$ cat config.mk
export PLATFORM = sky130hd
export DESIGN_NAME = fbs_io_status
export DESIGN_NICKNAME = d
export VERILOG_FILES = /design/src/logic/fbs_pkg.sv /design/src/logic/fbs_io_status.sv
export VERILOG_INCLUDE_DIRS = /design/src /design/src/logic
export SDC_FILE = /design/constraint.sdc
export NUM_CORES = 1
export LEC_CHECK = 0
export BUFFER_PORTS_ARGS = -buffer_cell sky130_fd_sc_hd__buf_2
export CAP_MARGIN = 20
export CORE_UTILIZATION = 30
export CTS_CLUSTER_SIZE = 8
export DETAILED_ROUTE_END_ITERATION = 10
export RECOVER_POWER = 50
export SYNTH_ARGS = -nofsm -noshare
export SYNTH_HDL_FRONTEND = slang
export SYNTH_SLANG_ARGS = --single-unit
$ cat constraint.sdc
create_clock -name hclk -period 3 [get_ports hclk]
set_clock_uncertainty 0.05 [all_clocks]
set_input_delay 0.75 -clock hclk [delete_from_list [all_inputs] [get_ports hclk]]
set_output_delay 0.75 -clock hclk [all_outputs]
set_load 0.005 [all_outputs]
$ cat src/logic/fbs_params.svh
/*
  Constants of the field bus slave I/O and status block: register offsets,
  bit positions, reset values and timing figures.
  Assumes it is included by its bare name from the package and the module.
*/
`ifndef FBS_PARAMS_SVH
`define FBS_PARAMS_SVH

// ****************************************************************
// Register offsets (byte addresses)
// ****************************************************************
`define FBS_OFS_ADDR 8'h00
`define FBS_OFS_STAT 8'h04
`define FBS_OFS_ISTAT 8'h08
`define FBS_OFS_IMASK 8'h0C

// ****************************************************************
// Address values and status detail bit positions
// ****************************************************************
`define FBS_ADDR_MAX 9'h0FE
`define FBS_DEF_NEW 9'h1FF
`define FBS_DEF_OLD 9'h0FF
`define FBS_SD_LINEV 0
`define FBS_SD_IOPWR 5

// ****************************************************************
// Interrupt bit positions
// ****************************************************************
`define FBS_IRQ_LINEV 0
`define FBS_IRQ_IOPWR 1
`define FBS_IRQ_DUP 2
`define FBS_IRQ_MISM 3
`define FBS_IRQ_ADDR 4

// ****************************************************************
// Timing
// ****************************************************************
`define FBS_CLK_KHZ 40000
`define FBS_FLASH_HALF_MS 250
`define FBS_FLASH_HALF_CYC (`FBS_FLASH_HALF_MS * `FBS_CLK_KHZ)

`endif

$ cat src/logic/fbs_pkg.sv
/*
  Types of the field bus slave I/O and status block.
  Assumes the constants header is on the include path.
*/
`include "fbs_params.svh"

package fbs_pkg;
  typedef struct packed {
    logic [19:0] sync1;
    logic [19:0] sync2;
    logic [8:0] addr;
    logic [7:0] load;
    logic in_bit;
    logic in_en;
    logic dup;
    logic unreg;
    logic mism;
    logic [4:0] istat;
    logic [4:0] imask;
    logic [23:0] flash_cnt;
    logic flash;
    logic linev_q;
    logic iopwr_q;
    logic link_lamp;
    logic alarm_lamp;
    logic [15:0] status;
    logic dp_wr;
    logic [7:0] dp_ofs;
    logic [31:0] hrdata;
  } fbs_state_s;
endpackage

$ cat src/logic/fbs_io_status.sv
/*
  Slave-side logic of a compact field bus I/O terminal: frame bit mapping
  of sensor and load points, status detail bits, indicator lamps, an
  AHB-Lite register slave and one interrupt output.
  Assumes the link decoder on the same clock presents one frame bit per
  strobe with its bit number, and that the level inputs for line voltage,
  I/O supply and signal quality come from pins on another clock domain.
*/
`include "fbs_params.svh"

module fbs_io_status
  import fbs_pkg::*;
#(
  parameter int N_SENSOR = 8,
  parameter int N_LOAD = 8,
  parameter bit NEW_FW = 1'b1,
  parameter int FLASH_HALF_CYC = `FBS_FLASH_HALF_CYC
) (
  input wire logic hclk,
  input wire logic hresetn,
  input wire logic hsel,
  input wire logic [31:0] haddr,
  input wire logic [1:0] htrans,
  input wire logic hwrite,
  input wire logic [2:0] hsize,
  input wire logic [31:0] hwdata,
  input wire logic hready,
  output logic hreadyout,
  output logic hresp,
  output logic [31:0] hrdata,
  output logic irq,
  input wire logic [15:0] sensor_point,
  output logic [7:0] load_point,
  output logic [15:0] sensor_lamp,
  output logic [7:0] load_lamp,
  input wire logic line_volt_low,
  input wire logic io_supply_low,
  input wire logic sig_present,
  input wire logic sig_error,
  input wire logic frame_strobe,
  input wire logic [8:0] frame_bit_num,
  input wire logic frame_out_bit,
  output logic frame_in_bit,
  output logic frame_in_en,
  input wire logic dup_report,
  input wire logic unreg_report,
  input wire logic mism_report,
  input wire logic addr_wr_strobe,
  input wire logic [8:0] addr_wr_data,
  output logic [8:0] addr_rd_data,
  output logic link_lamp,
  output logic alarm_lamp,
  output logic [15:0] status_detail
);

  localparam logic [8:0] DEF_ADDR = NEW_FW ? `FBS_DEF_NEW : `FBS_DEF_OLD;
  localparam logic [23:0] FLASH_LAST = 24'(FLASH_HALF_CYC - 1);
  localparam logic [9:0] NS = 10'(N_SENSOR);
  localparam logic [9:0] NL = 10'(N_LOAD);

  fbs_state_s s;
  fbs_state_s next_s;

  // ****************************************************************
  // Synchronised pin levels
  // ****************************************************************
  logic [15:0] sens;
  logic linev;
  logic iopwr;
  logic sig_ok;
  logic sig_err;
  assign sens = s.sync2[15:0];
  assign linev = s.sync2[16];
  assign iopwr = s.sync2[17];
  assign sig_ok = s.sync2[18];
  assign sig_err = s.sync2[19];

  logic is_default;
  logic [9:0] ofs;
  logic in_win;
  logic dp_take;
  logic [4:0] iev;
  logic [4:0] iclr;
  logic alt;
  logic unreg_now;

  // The frame offset is taken in ten bits so that a bit number below the
  // stored address wraps far out of every window instead of aliasing.
  assign is_default = (s.addr == DEF_ADDR);
  assign ofs = {1'b0, frame_bit_num} - {1'b0, s.addr};
  assign in_win = frame_strobe && !is_default && (frame_bit_num >= s.addr);
  assign dp_take = hsel && htrans[1] && hready;
  assign iclr = (s.dp_wr && s.dp_ofs == `FBS_OFS_ISTAT) ? hwdata[4:0] : '0;
  assign unreg_now = NEW_FW ? (is_default && sig_ok && !sig_err &&
                               !linev && !iopwr) : s.unreg;
  assign alt = s.dup || unreg_now;

  always_comb begin
    next_s = s;
    next_s.sync1 = {sig_error, sig_present, io_supply_low, line_volt_low,
                    sensor_point};
    next_s.sync2 = s.sync1;
    next_s.linev_q = linev;
    next_s.iopwr_q = iopwr;

    // ****************************************************************
    // Address store: writer tool and software
    // ****************************************************************
    // Out-of-range writes are dropped; the default value is accepted so
    // that a terminal can be returned to the unset state.
    if (addr_wr_strobe && (addr_wr_data <= `FBS_ADDR_MAX ||
        addr_wr_data == DEF_ADDR)) begin
      next_s.addr = addr_wr_data;
    end else if (s.dp_wr && s.dp_ofs == `FBS_OFS_ADDR &&
                 (hwdata[8:0] <= `FBS_ADDR_MAX ||
                  hwdata[8:0] == DEF_ADDR)) begin
      next_s.addr = hwdata[8:0];
    end
    if (next_s.addr != s.addr) begin
      next_s.dup = 1'b0;
      next_s.unreg = 1'b0;
      next_s.mism = 1'b0;
    end
    if (dup_report) begin
      next_s.dup = 1'b1;
    end
    if (unreg_report && !NEW_FW) begin
      next_s.unreg = 1'b1;
    end
    if (mism_report && NEW_FW) begin
      next_s.mism = 1'b1;
    end

    // ****************************************************************
    // Frame exchange
    // ****************************************************************
    next_s.in_en = 1'b0;
    next_s.in_bit = 1'b0;
    if (in_win && ofs < NS) begin
      next_s.in_en = 1'b1;
      next_s.in_bit = sens[ofs[3:0]];
    end
    if (in_win && ofs < NL) begin
      next_s.load[ofs[2:0]] = frame_out_bit;
    end
    if (is_default) begin
      next_s.load = '0;
    end

    // ****************************************************************
    // Status detail and lamps
    // ****************************************************************
    next_s.status = '0;
    next_s.status[`FBS_SD_LINEV] = linev;
    next_s.status[`FBS_SD_IOPWR] = iopwr;

    if (s.flash_cnt == FLASH_LAST) begin
      next_s.flash_cnt = '0;
      next_s.flash = !s.flash;
    end else begin
      next_s.flash_cnt = s.flash_cnt + 24'h000001;
    end

    if (alt) begin
      next_s.link_lamp = s.flash;
      next_s.alarm_lamp = !s.flash;
    end else if (s.mism) begin
      next_s.link_lamp = 1'b1;
      next_s.alarm_lamp = s.flash;
    end else begin
      next_s.link_lamp = sig_err ? 1'b1 : (sig_ok & s.flash);
      next_s.alarm_lamp = iopwr ? 1'b1 : (linev & s.flash);
    end

    // ****************************************************************
    // Interrupts and bus slave
    // ****************************************************************
    iev = '0;
    iev[`FBS_IRQ_LINEV] = linev && !s.linev_q;
    iev[`FBS_IRQ_IOPWR] = iopwr && !s.iopwr_q;
    iev[`FBS_IRQ_DUP] = dup_report;
    iev[`FBS_IRQ_MISM] = mism_report && NEW_FW;
    iev[`FBS_IRQ_ADDR] = next_s.addr != s.addr;
    // A new event in the clearing cycle survives the clear.
    next_s.istat = (s.istat & ~iclr) | iev;
    if (s.dp_wr && s.dp_ofs == `FBS_OFS_IMASK) begin
      next_s.imask = hwdata[4:0];
    end

    next_s.dp_wr = dp_take && hwrite;
    next_s.dp_ofs = haddr[7:0];
    if (dp_take && !hwrite) begin
      unique case (haddr[7:0])
        `FBS_OFS_ADDR: next_s.hrdata = {23'h000000, s.addr};
        `FBS_OFS_STAT: next_s.hrdata = {11'h000, s.dup, unreg_now, s.mism,
                                        alarm_lamp, link_lamp, s.status};
        `FBS_OFS_ISTAT: next_s.hrdata = {27'h0000000, s.istat};
        `FBS_OFS_IMASK: next_s.hrdata = {27'h0000000, s.imask};
        default: next_s.hrdata = 32'h00000000;
      endcase
    end
  end

  always_ff @(posedge hclk or negedge hresetn) begin
    if (!hresetn) begin
      s <= '0;
      s.addr <= NEW_FW ? `FBS_DEF_NEW : `FBS_DEF_OLD;
    end else begin
      s <= next_s;
    end
  end

  assign hreadyout = 1'b1;
  assign hresp = 1'b0;
  assign hrdata = s.hrdata;
  assign irq = |(s.istat & s.imask);
  assign load_point = s.load;
  assign load_lamp = s.load;
  assign sensor_lamp = sens;
  assign frame_in_bit = s.in_bit;
  assign frame_in_en = s.in_en;
  assign addr_rd_data = s.addr;
  assign link_lamp = s.link_lamp;
  assign alarm_lamp = s.alarm_lamp;
  assign status_detail = s.status;
endmodule

==> metrics.csv <==
stage;metric;value;unit
outcome;outcome;finished, violations left;
outcome;violations_in_the_final_reports;capacitance limit, slew limit;
clock_network;cts_hold_buf;0;
pwr;netSwitchingFraction;25.3;%
detailed_routing;wl;14300;µm
worst_setup_path;critical_path.slowest_cell;dfstp_2;
pwr;leak;3.47;nW
detailed_routing;via_per_inst;4.46;
placed_design;buffers_on_ports;127;
floorplan;core-area;20200;µm²
worst_setup_path;data_arrival_time_of_the_critical_path;3.00;ns
detailed_routing;final_antenna_net_count;0;
synth;synthTopCellsByArea;dfrtp_1, buf_4, dfstp_2, mux2i_1, nand2_1;
synth;asyncSetResetFlopFracSynth;100;%
synth;syn-mean-instance-area;10.8;µm²
sta;setup_repair_after_global_routing_missed_its_margin;no;
floorplan;die_height;146;µm
hold_path;hp-class;reg -> reg;
flow_run;max_cap_viol_count;1;
placed_design;gpl.final_weighted_congestion;0.833;
floorplan;design.portCount;214;
floorplan;die_area;21300;µm²
detailed_routing;remaining_drc_errors;0;
clock_network;postCtsResizedCells;0;
clock_network;post_cts.repair.setup_buffers;0;
detailed_routing;routed_wire_length_per_instance;15.1;µm
clock_network;clock_sink_count;123;
worst_setup_path;crit_path_start_kind;register;
global_routing;global_route.usage.total;14.1;%
final_layout;final-seq-area;3090;µm²
worst_setup_path;critical_path_class;reg -> reg;
synth;yosysTopAreaCellShare;46.0;%
sta;slew_headroom;-54.3;%
synth;synth-main-ff-cell;dfrtp_1;
clock_network;clockRootBuffer;clkbuf_16;
final_layout;fillCellCount;2035;
final_layout;flow.area_growth_from_synthesis;16.8;%
worst_setup_path;worst-path-max-fanout;9;
synth;syn-instance-count;576;
pwr;p_clk_share;46.3;%
synth;edff_count_synth;0;
floorplan;placementRows;52;
synth;ys_seq_elements;123;
synth;synth_area_leader;dfrtp_1;
detailed_routing;dr.pass1.iters;4;
clock_network;clock_insertion_delay_at_the_later_pin_of_the_skew_report;0.42;ns
clock_network;cts_htree_levels;4;
pwr;pwr-share-seq;41.1;%
sta;final_max_slew_viol_count;41;
synth;seq_area_frac_synth;49.8;%
pwr;cellPowerDensity;603;nW/µm²
synth;synth_cell_types;63;
worst_setup_path;crit_path_cell_trace;inv_1 > ha_1 > nor2b_1 > o21a_1 > or4_4 > a221oi_4 > nand4_1 > mux2i_1;
pwr;p_int;3.27;mW
synth;syn_area;6210;µm²
sta;setup_slack;0.224;ns
placed_design;post-place-ws;-0.0112;ns
sta;worst-slew-pin-transition;2.32;ns
clock_network;tritoncts_buffer_count;17;
detailed_routing;route.vias.total;4206;
worst_setup_path;crit_path_max_incr_delay;0.61;ns
clock_network;clock_tree_from_tritoncts;yes;
global_routing;grt_antenna_before_repair;2;
final_layout;layout_net_count;789;
detailed_routing;drt_first_iter_violations;323;
sta;maximum_frequency_from_static_timing_analysis;360;MHz
final_layout;multi_input_area;2400;µm²
pwr;net_switching_power_of_the_design;1.11;mW
global_routing;grt_start_max_net_pins;60;
sta;timing.final.hold_violations;0;
pwr;vdd_ir_drop_max;0.347;mV
sta;fin_crit_sh;92.5;%
worst_setup_path;critical_path.endpoint_type;register;
floorplan;floorplan.die.width;146;µm
sta;finalCriticalPeriod;2.78;ns
floorplan;initial_core_util;30.7;%
sta;finalSetupTns;0;ns
pwr;report.power.total;4.37;mW
global_routing;global_route_wire_length_before_repair;22900;µm
worst_setup_path;worstPathRequired;3.23;ns
global_routing;first_global_vias;4149;
placed_design;dpl_wire_length;10500;µm
synth;yosys_warns;0;
final_layout;drive_gt1_share;29.9;%
global_routing;grt-ovfl-total;0;
sta;setup_viol;0;
clock_network;worst_setup_hold_path_clk_slew;0.06;ns
sta;hold_slack;0.296;ns
clock_network;cts-root-to-sink-buffers;2;
pwr;power.combinational.fraction;12.5;%
==> flip-flops by register name, indices dropped and copies added (netlist names) <==
| signal | flops |
|---|---|
| status_detail | 2 |
| frame_in_en | 1 |
| alarm_lamp | 1 |
| load_lamp | 8 |
| sensor_lamp | 16 |
| link_lamp | 1 |
| linev | 1 |
| hrdata | 14 |
| next_s | 20 |
| addr_rd_data | 9 |
| iopwr | 1 |
| frame_in_bit | 1 |
| s | 48 |
==> layer usage <==
| layer | global-route usage [%] | vias to the layer above | wire length (µm) |
|---|---|---|---|
| met5 | 0 | - | 0 |
| met4 | 6.21 | 0 | 225 |
| met3 | 3.82 | 13 | 554 |
| met2 | 22.3 | 88 | 6940 |
| met1 | 18.0 | 2046 | 6580 |
| li1 | - | 2059 | - |
==> worst max-delay path: cells and delay by family (launching register included) <==
family | cells | cell delay (ns)
adder cells (fa/ha/maj) | 1 | 0.28
AND/OR/NAND/NOR | 3 | 0.84
multiplexers | 1 | 0.15
buffers and inverters | 1 | 0.08
AO/OA/AOI/OAI | 2 | 0.63
flip-flops | 1 | 0.61
==> logic make-up (layout without fill, tap and decap cells) <==
kind of cell / Yosys count / after routing / share of synthesized area [%]
other cells: 2 / 36 / 0.121
simple gates: 165 / 165 / 13.8
xor+xnor: 30 / 30 / 4.23
fa+ha+maj: 11 / 11 / 2.34
mux: 33 / 33 / 6.13
flops: 123 / 123 / 49.8
buf+inv: 129 / 193 / 13.5
compound gates: 83 / 83 / 10.2
==> cell usage after synthesis (2+ instances only) <==
master       n
dfrtp_1    114
a2111oi_0    2
nor2_1      32
nand3_1     18
nor4b_1      2
and3_1       5
or3_1        4
dfstp_2      9
nand4_1     17
or4_1        3
a21o_1       3
mux2i_1     20
buf_2        2
o2111ai_1    2
a22o_1      10
clkbuf_1    13
a22oi_1      6
inv_1       22
nand2_1     44
a21oi_1     15
ha_1        10
conb_1       2
and4_1       5
mux2_2      10
nand3b_1     3
mux4_2       3
o221a_2      4
buf_4       91
a31oi_1      2
nor2b_1      8
o21a_1       6
o41ai_1      2
nor3b_1      2
and2_1       2
nor3_1       9
o21ai_0     17
xnor2_1     15
nor4_1       3
xor2_1      15
==> through the flow <==
step / std cells / cell area, µm² / util [%]
6_report: 944 / 7250 / 35.8
5_1_grt: 944 / 7250 / 35.8
4_1_cts: 942 / 7250 / 35.8
3_5_place_dp: 911 / 6660 / 32.9
3_3_place_gp: 911 / 6660 / 32.9
2_1_floorplan: 608 / 6330 / -
==> layout by cell type (no fill, tap or decap), types with 3 or more instances in the layout <==
cell type / Yosys / routed
clkbuf_16: 0 / 17
a21o_1: 3 / 3
clkbuf_1: 13 / 5
ha_1: 10 / 10
nand4_1: 17 / 17
dfstp_2: 9 / 9
clkinvlp_4: 0 / 3
nand3_1: 18 / 18
and4_1: 5 / 5
mux4_2: 3 / 3
nor4_1: 3 / 3
a22oi_1: 6 / 6
nor2_1: 32 / 32
buf_4: 91 / 12
a21oi_1: 15 / 15
dfrtp_1: 114 / 114
or4_1: 3 / 3
nand3b_1: 3 / 3
and3_1: 5 / 5
o21a_1: 6 / 6
nor3_1: 9 / 9
mux2i_1: 20 / 20
nand2_1: 44 / 44
o21ai_0: 17 / 17
a22o_1: 10 / 10
xnor2_1: 15 / 15
xor2_1: 15 / 15
conb_1: 2 / 34
nor2b_1: 8 / 8
inv_1: 22 / 22
mux2_2: 10 / 10
o221a_2: 4 / 4
clkbuf_8: 0 / 3
buf_2: 2 / 124
or3_1: 4 / 4
==> power by group through the flow <==
stage / registers (mW) / clock network, mW / logic [mW]
floorplan: 1.81 / 0 / 0.409
global placement: 1.83 / 0 / 0.547
detailed placement: 1.83 / 0 / 0.552
CTS: 1.80 / 2.09 / 0.555
global route: 1.81 / 2.16 / 0.617
finish: 1.80 / 2.03 / 0.548
==> final cells by class <==
class,instances,area share [%]
Tap cell,270,4.66
Multi-Input combinational cell,356,33.1
Clock inverter,9,1.57
Inverter,22,1.14
Antenna cell,2,0.0691
Clock buffer,22,6.54
Sequential cell,123,42.6
Timing Repair Buffer,140,10.2
==> worst paths after layout <==
kind,start,end,slack [ns],cells past startpoint
max in group asynchronous,hresetn,sensor_lamp[8]$_DFF_PN0_,0.56,2
min in group asynchronous,hresetn,load_lamp[6]$_DFFE_PN0P_,0.99,1
min,next_s[136]$_DFF_PN0_,s[136]$_DFF_PN0_,0.30,0
min reg2reg,next_s[136]$_DFF_PN0_,s[136]$_DFF_PN0_,0.30,0
max reg2reg,addr_rd_data[2]$_DFF_PN1_,load_lamp[7]$_DFFE_PN0P_,0.22,8
max,addr_rd_data[2]$_DFF_PN1_,load_lamp[7]$_DFFE_PN0P_,0.22,8
(Power assumes the default switching activity.)
